File: src/psout_map.svh
// Register offsets, field positions, reset values and timing constants
// for the programmable supervisor outputs. Definitions only.
`ifndef PSOUT_MAP_SVH
`define PSOUT_MAP_SVH

// Register offsets
`define PSOUT_OFS_SEC_MODE 8'h0e
`define PSOUT_OFS_RST_CAUSE 8'h11
`define PSOUT_OFS_RST_CFG 8'h12
`define PSOUT_OFS_FLT_CAUSE 8'h13
`define PSOUT_OFS_FLT_CFG 8'h14
`define PSOUT_OFS_STATUS 8'h30

// Writable bit masks; other bits read as zero
`define PSOUT_MSK_SEC_MODE 8'h3f
`define PSOUT_MSK_RST_CFG 8'h8f
`define PSOUT_MSK_FLT_CFG 8'h0f

// Reset values
`define PSOUT_RST_SEC_MODE 8'h00
`define PSOUT_RST_RST_CAUSE 8'h01
`define PSOUT_RST_RST_CFG 8'h00
`define PSOUT_RST_FLT_CAUSE 8'h02
`define PSOUT_RST_FLT_CFG 8'h00

// Field positions
`define PSOUT_BIT_MR 0
`define PSOUT_BIT_OTHER 1
`define PSOUT_BIT_IN_LO 2
`define PSOUT_BIT_IN_HI 7
`define PSOUT_BIT_OPEN_DRAIN 0
`define PSOUT_BIT_DLY_LO 1
`define PSOUT_BIT_DLY_HI 3
`define PSOUT_BIT_WDO 7

// Clock rate and release delays in microseconds
`define PSOUT_CLK_MHZ 125
`define PSOUT_DLY0_US 25
`define PSOUT_DLY1_US 1560
`define PSOUT_DLY2_US 6250
`define PSOUT_DLY3_US 25000
`define PSOUT_DLY4_US 50000
`define PSOUT_DLY5_US 200000
`define PSOUT_DLY6_US 400000
`define PSOUT_DLY7_US 1600000

`endif

File: src/psout_pkg.sv
// Types shared by the programmable supervisor outputs.
// Assumes the map header supplies the numeric constants.
package psout_pkg;

  // One output pin: drive low when oe, weak pullup when pull_en
  typedef struct packed {
    logic out;
    logic oe;
    logic pull_en;
  } psout_pin_t;

  // Raw inputs arriving from pins and analog comparators
  typedef struct packed {
    logic manual_reset_in_b;
    logic test_hold_b;
    logic supply_ok;
    logic [5:0] mon_primary_uv;
    logic [5:0] mon_secondary_below;
  } psout_sense_t;

endpackage

File: src/psout_top.sv
// Reset and supply-fault output logic with programmable causes and
// release delays, plus its configuration register port.
// Assumes a register port driven by the serial interface on clk_sys,
// comparator flags and pins that are asynchronous, and a watchdog
// level from on-chip logic on clk_sys.
`timescale 1ns/1ps
`default_nettype none
`include "psout_map.svh"

// Function
// - Both outputs active low, each open-drain or weak pullup.
// - Output with no cause selected stays asserted low forever.
// - Below supply lockout level every output is held low.
// - Reset cause register: manual reset, fault output, primary flags.
// - Reset config bit 7 adds watchdog output as reset cause.
// - Reset releases only when all selected causes inactive.
// - Reset stays low for release delay after causes clear.
// - Reset delay code selects 25us up to 1600ms.
// - Reset config bit 0 picks open-drain or weak pullup.
// - Fault cause register: manual reset, reset output, secondary flags.
// - Fault releases only when all selected causes inactive.
// - Fault stays low for release delay after causes clear.
// - Fault delay code uses the reset delay mapping.
// - Fault config bit 0 picks open-drain or weak pullup.
// - Secondary mode bit picks undervoltage or overvoltage sense.
// - Test hold freezes outputs, over manual reset.
module psout_top
  import psout_pkg::*;
#(
  parameter int unsigned CNT_W = 28,
  parameter int unsigned DELAY_CYC [8] = '{
    `PSOUT_DLY0_US * `PSOUT_CLK_MHZ,
    `PSOUT_DLY1_US * `PSOUT_CLK_MHZ,
    `PSOUT_DLY2_US * `PSOUT_CLK_MHZ,
    `PSOUT_DLY3_US * `PSOUT_CLK_MHZ,
    `PSOUT_DLY4_US * `PSOUT_CLK_MHZ,
    `PSOUT_DLY5_US * `PSOUT_CLK_MHZ,
    `PSOUT_DLY6_US * `PSOUT_CLK_MHZ,
    `PSOUT_DLY7_US * `PSOUT_CLK_MHZ
  }
) (
  // Clock, reset, enable
  input wire logic clk_sys,
  input wire logic rst_b,
  input wire logic clk_en,

  // Asynchronous pins and comparator flags
  input wire psout_sense_t sense,

  // Watchdog output level from on-chip logic
  input wire logic watchdog_out_active,

  // Register port
  input wire logic reg_wr_en,
  input wire logic reg_rd_en,
  input wire logic [7:0] reg_addr,
  input wire logic [7:0] reg_wdata,
  output logic [7:0] reg_rdata,
  output logic reg_rvalid,

  // Supervisor output pins
  output psout_pin_t reset_out_pin,
  output psout_pin_t supply_fault_out_pin
);

  // Delay table must fit the counter and never be zero
  for (genvar i = 0; i < 8; i++) begin : g_chk
    if (DELAY_CYC[i] == 0 || DELAY_CYC[i] >= (64'd1 << CNT_W)) begin : g_bad
      $error("psout_top: delay entry out of counter range");
    end
  end
  if (CNT_W < 1 || CNT_W > 31) begin : g_bad_w
    $error("psout_top: counter width unsupported");
  end

  function automatic logic [CNT_W-1:0] delay_cycles(input logic [2:0] code);
    return CNT_W'(DELAY_CYC[code]);
  endfunction

  // Counter reloads while a cause stands and runs down after it clears
  function automatic logic [CNT_W-1:0] cnt_next(
    input logic cause,
    input logic [CNT_W-1:0] cnt,
    input logic [2:0] code
  );
    if (cause) begin
      return delay_cycles(code);
    end
    if (cnt != '0) begin
      return cnt - CNT_W'(1);
    end
    return cnt;
  endfunction

  // Input synchronisers
  psout_sense_t sense_s1_r;
  psout_sense_t sense_s2_r;

  always_ff @(posedge clk_sys or negedge rst_b) begin
    if (!rst_b) begin
      sense_s1_r <= '0;
      sense_s2_r <= '0;
    end else if (clk_en) begin
      sense_s1_r <= sense;
      sense_s2_r <= sense_s1_r;
    end
  end

  // Synchronised view; supply_ok low after reset keeps lockout active
  wire logic mr_low = ~sense_s2_r.manual_reset_in_b;
  wire logic hold = ~sense_s2_r.test_hold_b;
  wire logic lockout = ~sense_s2_r.supply_ok;
  wire logic [5:0] prim_uv = sense_s2_r.mon_primary_uv;
  wire logic [5:0] sec_below = sense_s2_r.mon_secondary_below;

  // Configuration registers
  logic [7:0] sec_mode_r;
  logic [7:0] reset_cause_select_r;
  logic [7:0] reset_output_config_r;
  logic [7:0] fault_output_cause_select_r;
  logic [7:0] fault_output_config_r;

  wire logic wr_sec_mode = reg_wr_en && reg_addr == `PSOUT_OFS_SEC_MODE;
  wire logic wr_rst_cause = reg_wr_en && reg_addr == `PSOUT_OFS_RST_CAUSE;
  wire logic wr_rst_cfg = reg_wr_en && reg_addr == `PSOUT_OFS_RST_CFG;
  wire logic wr_flt_cause = reg_wr_en && reg_addr == `PSOUT_OFS_FLT_CAUSE;
  wire logic wr_flt_cfg = reg_wr_en && reg_addr == `PSOUT_OFS_FLT_CFG;

  always_ff @(posedge clk_sys or negedge rst_b) begin
    if (!rst_b) begin
      sec_mode_r <= `PSOUT_RST_SEC_MODE;
      reset_cause_select_r <= `PSOUT_RST_RST_CAUSE;
      reset_output_config_r <= `PSOUT_RST_RST_CFG;
      fault_output_cause_select_r <= `PSOUT_RST_FLT_CAUSE;
      fault_output_config_r <= `PSOUT_RST_FLT_CFG;
    end else if (clk_en) begin
      if (wr_sec_mode) begin
        sec_mode_r <= reg_wdata & `PSOUT_MSK_SEC_MODE;
      end
      if (wr_rst_cause) begin
        reset_cause_select_r <= reg_wdata;
      end
      if (wr_rst_cfg) begin
        reset_output_config_r <= reg_wdata & `PSOUT_MSK_RST_CFG;
      end
      if (wr_flt_cause) begin
        fault_output_cause_select_r <= reg_wdata;
      end
      if (wr_flt_cfg) begin
        fault_output_config_r <= reg_wdata & `PSOUT_MSK_FLT_CFG;
      end
    end
  end

  // Output state
  logic rst_asserted_r;
  logic flt_asserted_r;
  logic [CNT_W-1:0] rst_cnt_r;
  logic [CNT_W-1:0] flt_cnt_r;

  // Read side, including a status view of the output engines
  wire logic [7:0] status_val = {4'h0, hold, lockout, flt_asserted_r, rst_asserted_r};
  wire logic [7:0] rd_mux =
    (reg_addr == `PSOUT_OFS_SEC_MODE) ? sec_mode_r :
    (reg_addr == `PSOUT_OFS_RST_CAUSE) ? reset_cause_select_r :
    (reg_addr == `PSOUT_OFS_RST_CFG) ? reset_output_config_r :
    (reg_addr == `PSOUT_OFS_FLT_CAUSE) ? fault_output_cause_select_r :
    (reg_addr == `PSOUT_OFS_FLT_CFG) ? fault_output_config_r :
    (reg_addr == `PSOUT_OFS_STATUS) ? status_val :
    8'h00;

  logic [7:0] rdata_r;
  logic rvalid_r;

  always_ff @(posedge clk_sys or negedge rst_b) begin
    if (!rst_b) begin
      rdata_r <= 8'h00;
      rvalid_r <= 1'b0;
    end else if (clk_en) begin
      rvalid_r <= reg_rd_en;
      if (reg_rd_en) begin
        rdata_r <= rd_mux;
      end
    end
  end

  assign reg_rdata = rdata_r;
  assign reg_rvalid = rvalid_r;

  // Register fields
  wire logic [2:0] rst_code =
    reset_output_config_r[`PSOUT_BIT_DLY_HI:`PSOUT_BIT_DLY_LO];
  // code 110 is the shared 400ms entry
  wire logic [2:0] flt_code =
    fault_output_config_r[`PSOUT_BIT_DLY_HI:`PSOUT_BIT_DLY_LO];
  wire logic rst_wdo_sel = reset_output_config_r[`PSOUT_BIT_WDO];
  wire logic [5:0] rst_in_sel =
    reset_cause_select_r[`PSOUT_BIT_IN_HI:`PSOUT_BIT_IN_LO];
  wire logic [5:0] flt_in_sel =
    fault_output_cause_select_r[`PSOUT_BIT_IN_HI:`PSOUT_BIT_IN_LO];

  // overvoltage mode trips when above the secondary level
  wire logic [5:0] sec_trip = sec_below ^ sec_mode_r[5:0];

  // watchdog term gated by its select
  // The other output is taken from its flop, so the two outputs
  // can depend on each other without a combinational loop.
  wire logic rst_any =
    (reset_cause_select_r[`PSOUT_BIT_MR] & mr_low) |
    (reset_cause_select_r[`PSOUT_BIT_OTHER] & flt_asserted_r) |
    (|(rst_in_sel & prim_uv)) |
    (rst_wdo_sel & watchdog_out_active);

  wire logic rst_none = (reset_cause_select_r == 8'h00) & ~rst_wdo_sel;

  wire logic flt_any =
    (fault_output_cause_select_r[`PSOUT_BIT_MR] & mr_low) |
    (fault_output_cause_select_r[`PSOUT_BIT_OTHER] & rst_asserted_r) |
    (|(flt_in_sel & sec_trip));

  wire logic flt_none = fault_output_cause_select_r == 8'h00;

  // lockout acts as a cause on both outputs
  wire logic rst_cause = lockout | rst_none | rst_any;
  wire logic flt_cause = lockout | flt_none | flt_any;

  // reset stays low while the counter runs down
  wire logic [CNT_W-1:0] rst_cnt_nxt = cnt_next(rst_cause, rst_cnt_r, rst_code);
  wire logic rst_asserted_nxt = rst_cause | (rst_cnt_r != '0);
  // fault stays low while the counter runs down
  wire logic [CNT_W-1:0] flt_cnt_nxt = cnt_next(flt_cause, flt_cnt_r, flt_code);
  wire logic flt_asserted_nxt = flt_cause | (flt_cnt_r != '0);

  // hold freezes engines, lockout still wins
  wire logic freeze = hold & ~lockout;

  always_ff @(posedge clk_sys or negedge rst_b) begin
    if (!rst_b) begin
      rst_asserted_r <= 1'b1;
      flt_asserted_r <= 1'b1;
      rst_cnt_r <= '0;
      flt_cnt_r <= '0;
    end else if (clk_en && !freeze) begin
      rst_asserted_r <= rst_asserted_nxt;
      flt_asserted_r <= flt_asserted_nxt;
      rst_cnt_r <= rst_cnt_nxt;
      flt_cnt_r <= flt_cnt_nxt;
    end
  end

  // Pin drivers
  // drive low when asserted
  // reset pullup only when not open-drain
  wire psout_pin_t rst_pin_nxt = '{
    out: 1'b0,
    oe: rst_asserted_r,
    pull_en: ~rst_asserted_r & ~reset_output_config_r[`PSOUT_BIT_OPEN_DRAIN]
  };
  // fault pullup only when not open-drain
  wire psout_pin_t flt_pin_nxt = '{
    out: 1'b0,
    oe: flt_asserted_r,
    pull_en: ~flt_asserted_r & ~fault_output_config_r[`PSOUT_BIT_OPEN_DRAIN]
  };

  // Pins reset to driven low so the reset line is asserted from power-on
  psout_pin_t rst_pin_r;
  psout_pin_t flt_pin_r;

  always_ff @(posedge clk_sys or negedge rst_b) begin
    if (!rst_b) begin
      rst_pin_r <= '{out: 1'b0, oe: 1'b1, pull_en: 1'b0};
      flt_pin_r <= '{out: 1'b0, oe: 1'b1, pull_en: 1'b0};
    end else if (clk_en) begin
      rst_pin_r <= rst_pin_nxt;
      flt_pin_r <= flt_pin_nxt;
    end
  end

  assign reset_out_pin = rst_pin_r;
  assign supply_fault_out_pin = flt_pin_r;

endmodule
`default_nettype wire

File: config.mk
export PLATFORM = sky130hd
export DESIGN_NAME = psout_top
export DESIGN_NICKNAME = d
export VERILOG_FILES = /design/src/psout_pkg.sv /design/src/psout_top.sv
export VERILOG_INCLUDE_DIRS = /design/src /design/src/src
export SDC_FILE = /design/constraint.sdc
export NUM_CORES = 1
export LEC_CHECK = 0
export BUFFER_PORTS_ARGS = -buffer_cell sky130_fd_sc_hd__buf_2
export CAP_MARGIN = 5
export CORE_ASPECT_RATIO = 0.8
export CORE_MARGIN = 10
export CORE_UTILIZATION = 60
export CTS_BUF_LIST = sky130_fd_sc_hd__clkbuf_16
export DETAILED_ROUTE_END_ITERATION = 6
export HOLD_SLACK_MARGIN = 0.1
export MAX_ROUTING_LAYER = met4
export PLACE_DENSITY = 0.79
export SYNTH_ARGS = -nofsm -noshare
export SYNTH_HDL_FRONTEND = slang
export SYNTH_SLANG_ARGS = --single-unit
File: constraint.sdc
create_clock -name clk_sys -period 3.3 [get_ports clk_sys]
set_input_delay 0.495 -clock clk_sys [delete_from_list [all_inputs] [get_ports clk_sys]]
set_output_delay 0.495 -clock clk_sys [all_outputs]
set_load 0.01 [all_outputs]
=== Yosys cells after proc, flatten, opt, wreduce, memory -nomap -nowiden ===
Memory sizes are Yosys's and may differ from the RTL's.
Cells that the tools add are included.

* Register bits: 132
* Bits in latches: 0
* Bits in writable memories: 0
* ROM bits: 512
* Output and inout port bits: 15
* Logic and storage cells: 117
* Memories: 2

* Add/subtract/negate cells: 2
* $mul: 0
* Div/mod/pow operators: 0
* $lt $le $gt $ge: 2
* Equality and inequality tests: 6
* Shifts and indexed selects: 0
* Muxes and demuxes: 24
* Bitwise operators: 33
* Reductions and logical operators: 23

{| class="wikitable"
|+ Memories
! name !! words !! width !! rd ports !! clocked after memory_dff !! wr ports !! line !! source
|-
| (no name shown) || 8 || 32 || 1 || 0 || 0 || psout_top.sv:77 || <nowiki>return CNT_W'(DELAY_CYC[code]);</nowiki>
|-
| (no name shown) || 8 || 32 || 1 || 0 || 0 || psout_top.sv:77 ||
|}

{| class="wikitable"
|+ Operator list
! operator !! number
|-
| 2-to-1 mux 28 bit || 12
|-
| nonzero test 28 bit || 2
|-
| subtractor 28 x 1 -> 28 bit (second input constant) || 2
|-
| equality test 8 x 5 -> 1 bit (second input constant) || 4
|-
| 2-to-1 mux 8 bit || 4
|-
| zero test 8 bit || 2
|-
| AND reduction 2 bit || 8
|-
| bitwise AND 6 bit || 2
|-
| OR reduction 6 bit || 2
|-
| OR 1 bit || 11
|-
| bitwise AND 1 bit || 9
|-
| equality test 8 x 4 -> 1 bit (second input constant) || 1
|-
| equality test 8 x 6 -> 1 bit (second input constant) || 1
|-
| greater-or-equal comparator 4 bit (second input constant) || 2
|-
| 2-to-1 mux 4 bit || 2
|-
| inverter 1 bit || 8
|-
| inverter 3 -> 4 bit || 2
|-
| logical AND 1 bit || 6
|-
| 2-to-1 mux 1 bit || 6
|-
| bitwise XOR 6 bit || 1
|-
| nonzero test 2 bit || 2
|-
| zero test 1 bit || 1
|}

=== Logic depth before layout (Yosys ltp) ===
Gate-level depths: netlist (run 1).

* Depth after elaboration: 10
* Gate-level depth with buffers: 10
* Depth with buffers taken out: 8

=== Least setup slack after synthesis (run 1) ===
Ideal clock, no wire load.

* Path kind: input to register
* Start: input port reg_addr[5]
* End: register sec_mode_r[0]
* Setup time: 125 ps
* Arrival time: 2421 ps
* Path slack: 754 ps
* Stages on the path: 5
* Cell sequence: or4b_2 nor4_2 and3_1 clkbuf_1 mux2_2

* Cells in the longest elaborated chain, start to end: 3

{| class="wikitable"
|+ Ends and longest elaborated chain
! element !! line !! source
|-
| from (decl) || psout_top.sv:56 || <nowiki>input wire logic [7:0] reg_addr,</nowiki>
|-
| equality test 8 x 4 -> 1 bit (no line) || n/a ||
|-
| logical AND 1 bit (no line) || n/a ||
|-
| AND reduction 2 bit (no line) || n/a ||
|-
| to (signal assigned) || psout_top.sv:131 || <nowiki>sec_mode_r <= `PSOUT_RST_SEC_MODE;</nowiki>
|-
| to (signal assigned) || psout_top.sv:138 || <nowiki>sec_mode_r <= reg_wdata & `PSOUT_MSK_SEC_MODE;</nowiki>
|-
| to (decl) || psout_top.sv:117 || <nowiki>logic [7:0] sec_mode_r;</nowiki>
|}

Every way passes these cells.
A chain may end at the register's enable or synchronous reset.

=== Final worst setup path (run 1) ===
* Start: register reset_cause_select_r[3]
* End: register rst_cnt_r[15]

* Cells in the longest elaborated chain, start to end: 8

{| class="wikitable"
|+ Ends and longest elaborated chain
! element !! line !! source
|-
| from (decl) || psout_top.sv:118 || <nowiki>logic [7:0] reset_cause_select_r;</nowiki>
|-
| from (signal assigned) || psout_top.sv:132 || <nowiki>reset_cause_select_r <= `PSOUT_RST_RST_CAUSE;</nowiki>
|-
| from (signal assigned) || psout_top.sv:141 || <nowiki>reset_cause_select_r <= reg_wdata;</nowiki>
|-
| bitwise AND 6 bit || psout_top.sv:211 || <nowiki>(|(rst_in_sel & prim_uv)) |</nowiki>
|-
| OR reduction 6 bit || psout_top.sv:211 ||
|-
| OR 1 bit (2 in series) || psout_top.sv:209 || <nowiki>(reset_cause_select_r[`PSOUT_BIT_MR] & mr_low) |</nowiki>
|-
| OR 1 bit * || psout_top.sv:224 || <nowiki>wire logic rst_cause = lockout | rst_none | rst_any;</nowiki>
|-
| 2-to-1 mux 1 bit * || psout_top.sv:86 || <nowiki>if (cause) begin</nowiki>
|-
| nonzero test 2 bit (no line) || n/a ||
|-
| AND reduction 2 bit (no line) || n/a ||
|-
| to (signal assigned) || psout_top.sv:246 || <nowiki>rst_cnt_r <= rst_cnt_nxt;</nowiki>
|-
| to (decl) || psout_top.sv:158 || <nowiki>logic [CNT_W-1:0] rst_cnt_r;</nowiki>
|}

Mark *: on every way between the ends. The rest lies on a longest branch, timed or not.

==> impl_metrics.tcl, run 1 <==
set metrics [dict create \
    synth-edff-count 0 \
    cts_root_buffer "clkbuf_16" \
    yosys_warnings 0 \
    syn_inst 775 \
    dieArea_sq_um 17390 \
    grt.total_usage_pct 24.50 \
    routed_wl_mm 20.95 \
    clock_sinks 132 \
    ys_ff_latch 132 \
    start_util_pct 61.41 \
    synth_top_area_share_pct 42.06 \
    drt_iter0_drc 859 \
    synth.distinct_cells 70 \
    layout_commonest_cell "dfrtp_1" \
    synth-main-ff-cell "dfrtp_1" \
    yosys-top-cells-area "dfrtp_1 42%, mux2_2 9.2%, a21oi_1 3.7%" \
    synthArstFlopShare_pct 100.0 \
    end_kind "flop" \
    start_kind "flop" \
    max_slew_margin_pct 38.52 \
    cp.arrival_ns 3.35 \
    die_h_um 120.0 \
    timing.hold.ws_ns 0.09360 \
    nets 876 \
    p_leak_nw 3.630 \
    grt_start_max_net_pins 73 \
    yosys.area_share.adder_pct 3.005 \
    timing.final.crit_share_pct 92.34 \
    syn_area_sq_um 7496 \
    finalHoldViolCount 0 \
    crit_type "reg -> reg" \
    num_rows 36 \
    cts_setup_buffers 0 \
    antenna_found_initial 0 \
    port_buffers 49 \
    critPathRequiredTime_ns 3.61 \
    gp_congestion 0.9785 \
    crit_fanout 19 \
    synth_top_family_by_area "compound AO/OA/AOI/OAI gates" \
    routed_via_density 6.663 \
    dr.pass1.iters 5 \
    rsz0062_at_grt "false" \
    grt_pass1_vias 6538 \
    synth_compound_area_share_pct 20.85 \
    diodes 0 \
    syn_avg_cell_area_sq_um 9.672 \
    fin_crit_ns 3.047 \
    htreeDepth 4 \
    max_cap_violations 0 \
    outcome "finished, final reports clean" \
    core_area_sq_um 12210 \
    ys_seq_area_share_pct 44.17 \
    dpl.hpwl_mm 14.70 \
    hold_buffers 0 \
    wl_per_cell_um 20.85 \
    finalSetupViolations 0 \
    reg2reg_setup_slack_ns 0.25 \
    synth-simple-area-share_pct 16.66 \
    cts_made_buffers 17 \
    overflow 0 \
    worst_pin_slew_ns 0.9222 \
    fin_tns_setup_ns 0 \
    clk-insertion-delay-late_ns 0.43 \
    yosysTopAreaCell "dfrtp_1" \
    synth.area.mux_share_pct 10.63 \
    r2r_start "reset_cause_select_r[3]$_DFFE_PN0P_" \
    cts_tree "done" \
    hp-class "in -> async" \
    final.setup_skew_ns 0.01229 \
    synth_xor_area_share_pct 0.7011 \
    cts_resized 0 \
    final_cells 1005 \
    fmax_mhz 328.2 \
    final_cell_mix "126 x dfrtp_1, 68 x nand2_1, 61 x mux2_2, 55 x a21oi_1, 48 x buf_2" \
    dp.cells 973 \
    grt_pass1_wl_mm 33.95 \
    drc 0 \
    num_vias 6696 \
    cp-startpoint "reset_cause_select_r[3]$_DFFE_PN0P_" \
    clockBufferDepth 2 \
    powerDensity_nw_per_um2 541.0 \
    fill_cells 925 \
    postRouteAntennaNets 0 \
    path_clk_slew_ns 0.06 \
    slew_violations 0 \
    ir_drop_uv 436.5 \
    die_x_um 145.0 \
    pin_count 52 \
    syn_to_final_growth_pct 14.02 \
    drive_gt1_share_pct 22.42 \
]
## path summary, 6_finish.rpt
check / to / depth (start not counted)
worst max-delay path: rst_cnt_r[15]$_DFFE_PN0P_ / 6
worst min-delay path: flt_cnt_r[0]$_DFFE_PN0P_ / 1
worst max register to register: rst_cnt_r[15]$_DFFE_PN0P_ / 6
worst min register to register: reg_rdata[4]$_DFFE_PN0P_ / 2
max in group asynchronous: reset_cause_select_r[0]$_DFFE_PN1P_ / 2
min in group clk_sys: sense_s1_r[2]$_DFFE_PN0P_ / 2
## cells by family after synthesis
kind of cell / count (synthesis)
fa+ha+maj: 18
mux: 72
compound gates: 230
xor+xnor: 6
flops: 132
simple gates: 244
other cells: 1
buf+inv: 72
## per-stage QoR
stage               utilization [%]  setup WS, ns  cell area [sq um]  power [W]
CTS                           70.02        0.2964               8547   0.004618
finish                        70.02        0.2529               8547   0.004624
global route                  70.02        0.1267               8547   0.004807
floorplan                         -        0.7538               7500   0.002463
detailed placement            65.24        0.3846               7964   0.002748
global placement              65.24        0.5323               7964   0.002711
## worst max-delay path: stages, from the launching register on
cell and delay, ns:
dfrtp_1 0.42, a22o_1 0.24, a221oi_1 0.33, and4_1 0.73, nand2_1 0.58, o31a_1 0.43
o22a_1 0.18
## cells in the mapped netlist (7+ instances only)
cell type	number
nor2_1	43
or3_1	11
nand4_1	13
a21oi_1	55
nor4_1	15
clkbuf_1	26
a31oi_1	10
inv_1	23
o21a_1	8
o21ai_0	45
mux2i_1	11
nor3_1	31
and3_1	10
o32a_1	8
a221oi_1	7
nand2_1	68
buf_1	11
dfrtp_1	126
buf_2	8
o22a_1	11
o22ai_1	10
mux2_2	61
a2bb2oi_1	10
a22oi_1	9
ha_1	18
nand3_1	23
## sequential cells by signal, summed over array words and instances, names as in the netlist
signal                       flops
reset_output_config_r            5
fault_output_config_r            4
sense_s1_r                      15
sense_s2_r                       3
supply_fault_out_pin             2
reset_cause_select_r             8
reg_rvalid                       1
rst_cnt_r                       28
reset_out_pin                    2
reg_rdata                        8
flt_cnt_r                       28
sec_below                        6
sec_mode_r                       6
flt_asserted_r                   1
prim_uv                          6
rst_asserted_r                   1
fault_output_cause_select_r      8
## area by class of cell
| type | instances | area (sq um) | area share (%) |
|---|---|---|---|
| multi-input combinational | 572 | 3897 | 45.60 |
| sequential | 132 | 3311 | 38.74 |
| timing repair buffer | 74 | 451.7 | 5.285 |
| clock buffer | 17 | 425.4 | 4.977 |
| tap | 171 | 214.0 | 2.503 |
| clock inverter | 15 | 157.7 | 1.845 |
| inverter | 24 | 90.09 | 1.054 |
## metal layers
| metal | vias up | GRT usage [%] | share of wire (%) |
|---|---|---|---|
| li1 | 3015 | - | - |
| met1 | 3308 | 32.44 | 44 |
| met2 | 333 | 36.71 | 46 |
| met3 | 40 | 5.708 | 8.5 |
| met4 | 0 | 7.580 | 1.6 |
| met5 | - | - | 0 |
## report_power, final
group	total [W]	switching (W)	internal, W
registers	0.00198	0.000183	0.00179
logic	0.000769	0.000447	0.000322
clock network	0.00188	0.000760	0.00112
No activity file was read; power rests on OpenSTA's default activity.
==> run 2: changes to the inputs <==
==> constraint.sdc (replaced) <==
create_clock -name clk_sys -period 3.37 [get_ports clk_sys]
set_input_delay 0.5055 -clock clk_sys [delete_from_list [all_inputs] [get_ports clk_sys]]
set_output_delay 0.5055 -clock clk_sys [all_outputs]
set_load 0.01 [all_outputs]
==> run 2 against run 1 <==
Effect of this change:
- hold slack about the same
- maximum frequency increased by 6.6%
- clock power about the same
- final area about the same
- setup slack improved by 0.26 ns
- sequential power decreased by 2%
- core utilization about the same
- sequential share of layout area about the same
- highest routed layer unchanged
- via count increased by 0.25%
- critical endpoint is now flt_cnt_r[18]$_DFFE_PN0P_
==> impl_metrics.tcl, run 2 (synthesis gave the netlist of run 1 again) <==
set metrics [dict create \
    grt_pass1_vias 6514 \
    drt_iter0_drc 808 \
    cts_root_buffer "clkbuf_16" \
    final.setup_skew_ns 0.01097 \
    pin_count 52 \
    final_cells 1004 \
    grt_start_max_net_pins 70 \
    hp-class "in -> async" \
    reg2reg_setup_slack_ns 0.51 \
    timing.final.crit_share_pct 84.81 \
    dr.pass1.iters 5 \
    cp.arrival_ns 3.19 \
    routed_via_density 6.686 \
    worst_pin_slew_ns 1.081 \
    cts_resized 0 \
    cts_setup_buffers 0 \
    cts_tree "done" \
    core_area_sq_um 12210 \
    diodes 0 \
    drive_gt1_share_pct 22.33 \
    clk-insertion-delay-late_ns 0.43 \
    antenna_found_initial 0 \
    num_rows 36 \
    start_kind "flop" \
    top_regs "flt_cnt_r x28, rst_cnt_r x28, sense_s1_r x15" \
    rr_worst_depth 6 \
    crit_fanout 18 \
    fin_crit_ns 2.858 \
    num_vias 6713 \
    clockBufferDepth 2 \
    nets 875 \
    end_kind "flop" \
    dp.cells 972 \
    overflow 0 \
    powerDensity_nw_per_um2 536.3 \
    die_h_um 120.0 \
    p_leak_nw 3.628 \
    final_cell_mix "126 x dfrtp_1, 68 x nand2_1, 61 x mux2_2, 55 x a21oi_1, 48 x buf_2" \
    rsz0062_at_grt "false" \
    critPathRequiredTime_ns 3.71 \
    dieArea_sq_um 17390 \
    path_clk_slew_ns 0.06 \
    htreeDepth 4 \
    slew_violations 0 \
    layout_commonest_cell "dfrtp_1" \
    grt.total_usage_pct 24.77 \
    postRouteAntennaNets 0 \
    finalHoldViolCount 0 \
    p_switching_w 0.001348 \
    clkPwrFrac_pct 41.6 \
    rr_endpoint "flt_cnt_r[18]$_DFFE_PN0P_" \
    gp_congestion 0.9979 \
    clock_sinks 132 \
    ir_drop_uv 504.3 \
    finalSetupViolations 0 \
    max_slew_margin_pct 27.78 \
    syn_to_final_growth_pct 14.04 \
    routed_wl_mm 21.03 \
    wl_per_cell_um 20.94 \
    fin_tns_setup_ns 0 \
    outcome "finished, final reports clean" \
    max_cap_violations 0 \
    combPwrFrac_pct 16.1 \
    die_x_um 145.0 \
    fmax_mhz 349.9 \
    switching_share_pct 29.40 \
    r2r_start "flt_cnt_r[8]$_DFFE_PN0P_" \
    hold_buffers 0 \
    start_util_pct 61.41 \
    drc 0 \
    port_buffers 49 \
    dpl.hpwl_mm 14.73 \
    grt_pass1_wl_mm 34.36 \
    crit_type "reg -> reg" \
    intPower_w 0.003237 \
    seqPwrFrac_pct 42.3 \
    cts_made_buffers 17 \
]
-- run 2: changes by cell type in the layout (fill, tap and decap cells not counted), sizes merged --
cell    previous run  this run
buf               74        73
clkinv             6         4
inv               29        30
bufinv             2         3
-- run 2: through the flow --
step	hold slack, ns	instance area [sq um]	setup WS (ns)	util (%)	power, W
2_1_floorplan	0.2099	7500	0.8133	-	0.002412
3_3_place_gp	0.4641	7944	0.6182	65.08	0.002644
3_5_place_dp	0.4797	7944	0.4648	65.08	0.002681
4_1_cts	0.1146	8548	0.6100	70.03	0.004592
5_1_grt	0.1401	8548	0.3420	70.03	0.004771
6_report	0.09399	8548	0.5119	70.03	0.004585
-- run 2: worst max path at each step --
stage | slack [ns] | depth (start not counted) | from | to
3_3_place_gp | 0.62 | 7 | reg_addr[7] | reset_cause_select_r[7]$_DFFE_PN0P_
2_1_floorplan | 0.81 | 5 | reg_addr[5] | sec_mode_r[0]$_DFFE_PN0P_
4_1_cts | 0.61 | 6 | flt_cnt_r[8]$_DFFE_PN0P_ | flt_cnt_r[2]$_DFFE_PN0P_
6_report | 0.51 | 6 | flt_cnt_r[8]$_DFFE_PN0P_ | flt_cnt_r[18]$_DFFE_PN0P_
3_5_place_dp | 0.46 | 7 | reg_addr[7] | reset_cause_select_r[6]$_DFFE_PN0P_
5_1_grt | 0.34 | 6 | flt_cnt_r[8]$_DFFE_PN0P_ | flt_cnt_r[18]$_DFFE_PN0P_
-- run 2: final cells by class --
| class | instances | area (sq um) |
|---|---|---|
| flip-flops and latches | 132 | 3311 |
| clock buffers | 17 | 425.4 |
| multi-input cells | 572 | 3897 |
| repair buffers | 73 | 431.7 |
| clock inverters | 15 | 178.9 |
| well taps | 171 | 214.0 |
| inverters | 24 | 90.09 |
| fillers | 904 | 3659 |
-- run 2: worst max-delay path, cell delays in order (launching register included) --
cell,delay (ns)
dfrtp_1,0.42
nor4_1,0.55
nand2_1,0.32
or3_1,0.56
and2_1,0.43
a21oi_1,0.26
a2bb2oi_1,0.22
-- run 2: routing by layer --
| layer | up-vias | share of wire, % | GRT usage (%) |
|---|---|---|---|
| li1 | 3005 | - | - |
| met2 | 367 | 46 | 37.40 |
| met1 | 3284 | 44 | 32.38 |
| met4 | 0 | 2.1 | 8.217 |
| met5 | - | 0 | - |
| met3 | 57 | 8.0 | 5.708 |
-- run 2: power by group through the flow --
| stage | logic (W) | registers, W | clock network, W |
|---|---|---|---|
| floorplan | 0.000504 | 0.00191 | 0 |
| detailed placement | 0.000724 | 0.00196 | 0 |
| global placement | 0.000697 | 0.00195 | 0 |
| global route | 0.000813 | 0.00196 | 0.00199 |
| CTS | 0.000730 | 0.00193 | 0.00193 |
| finish | 0.000739 | 0.00194 | 0.00191 |
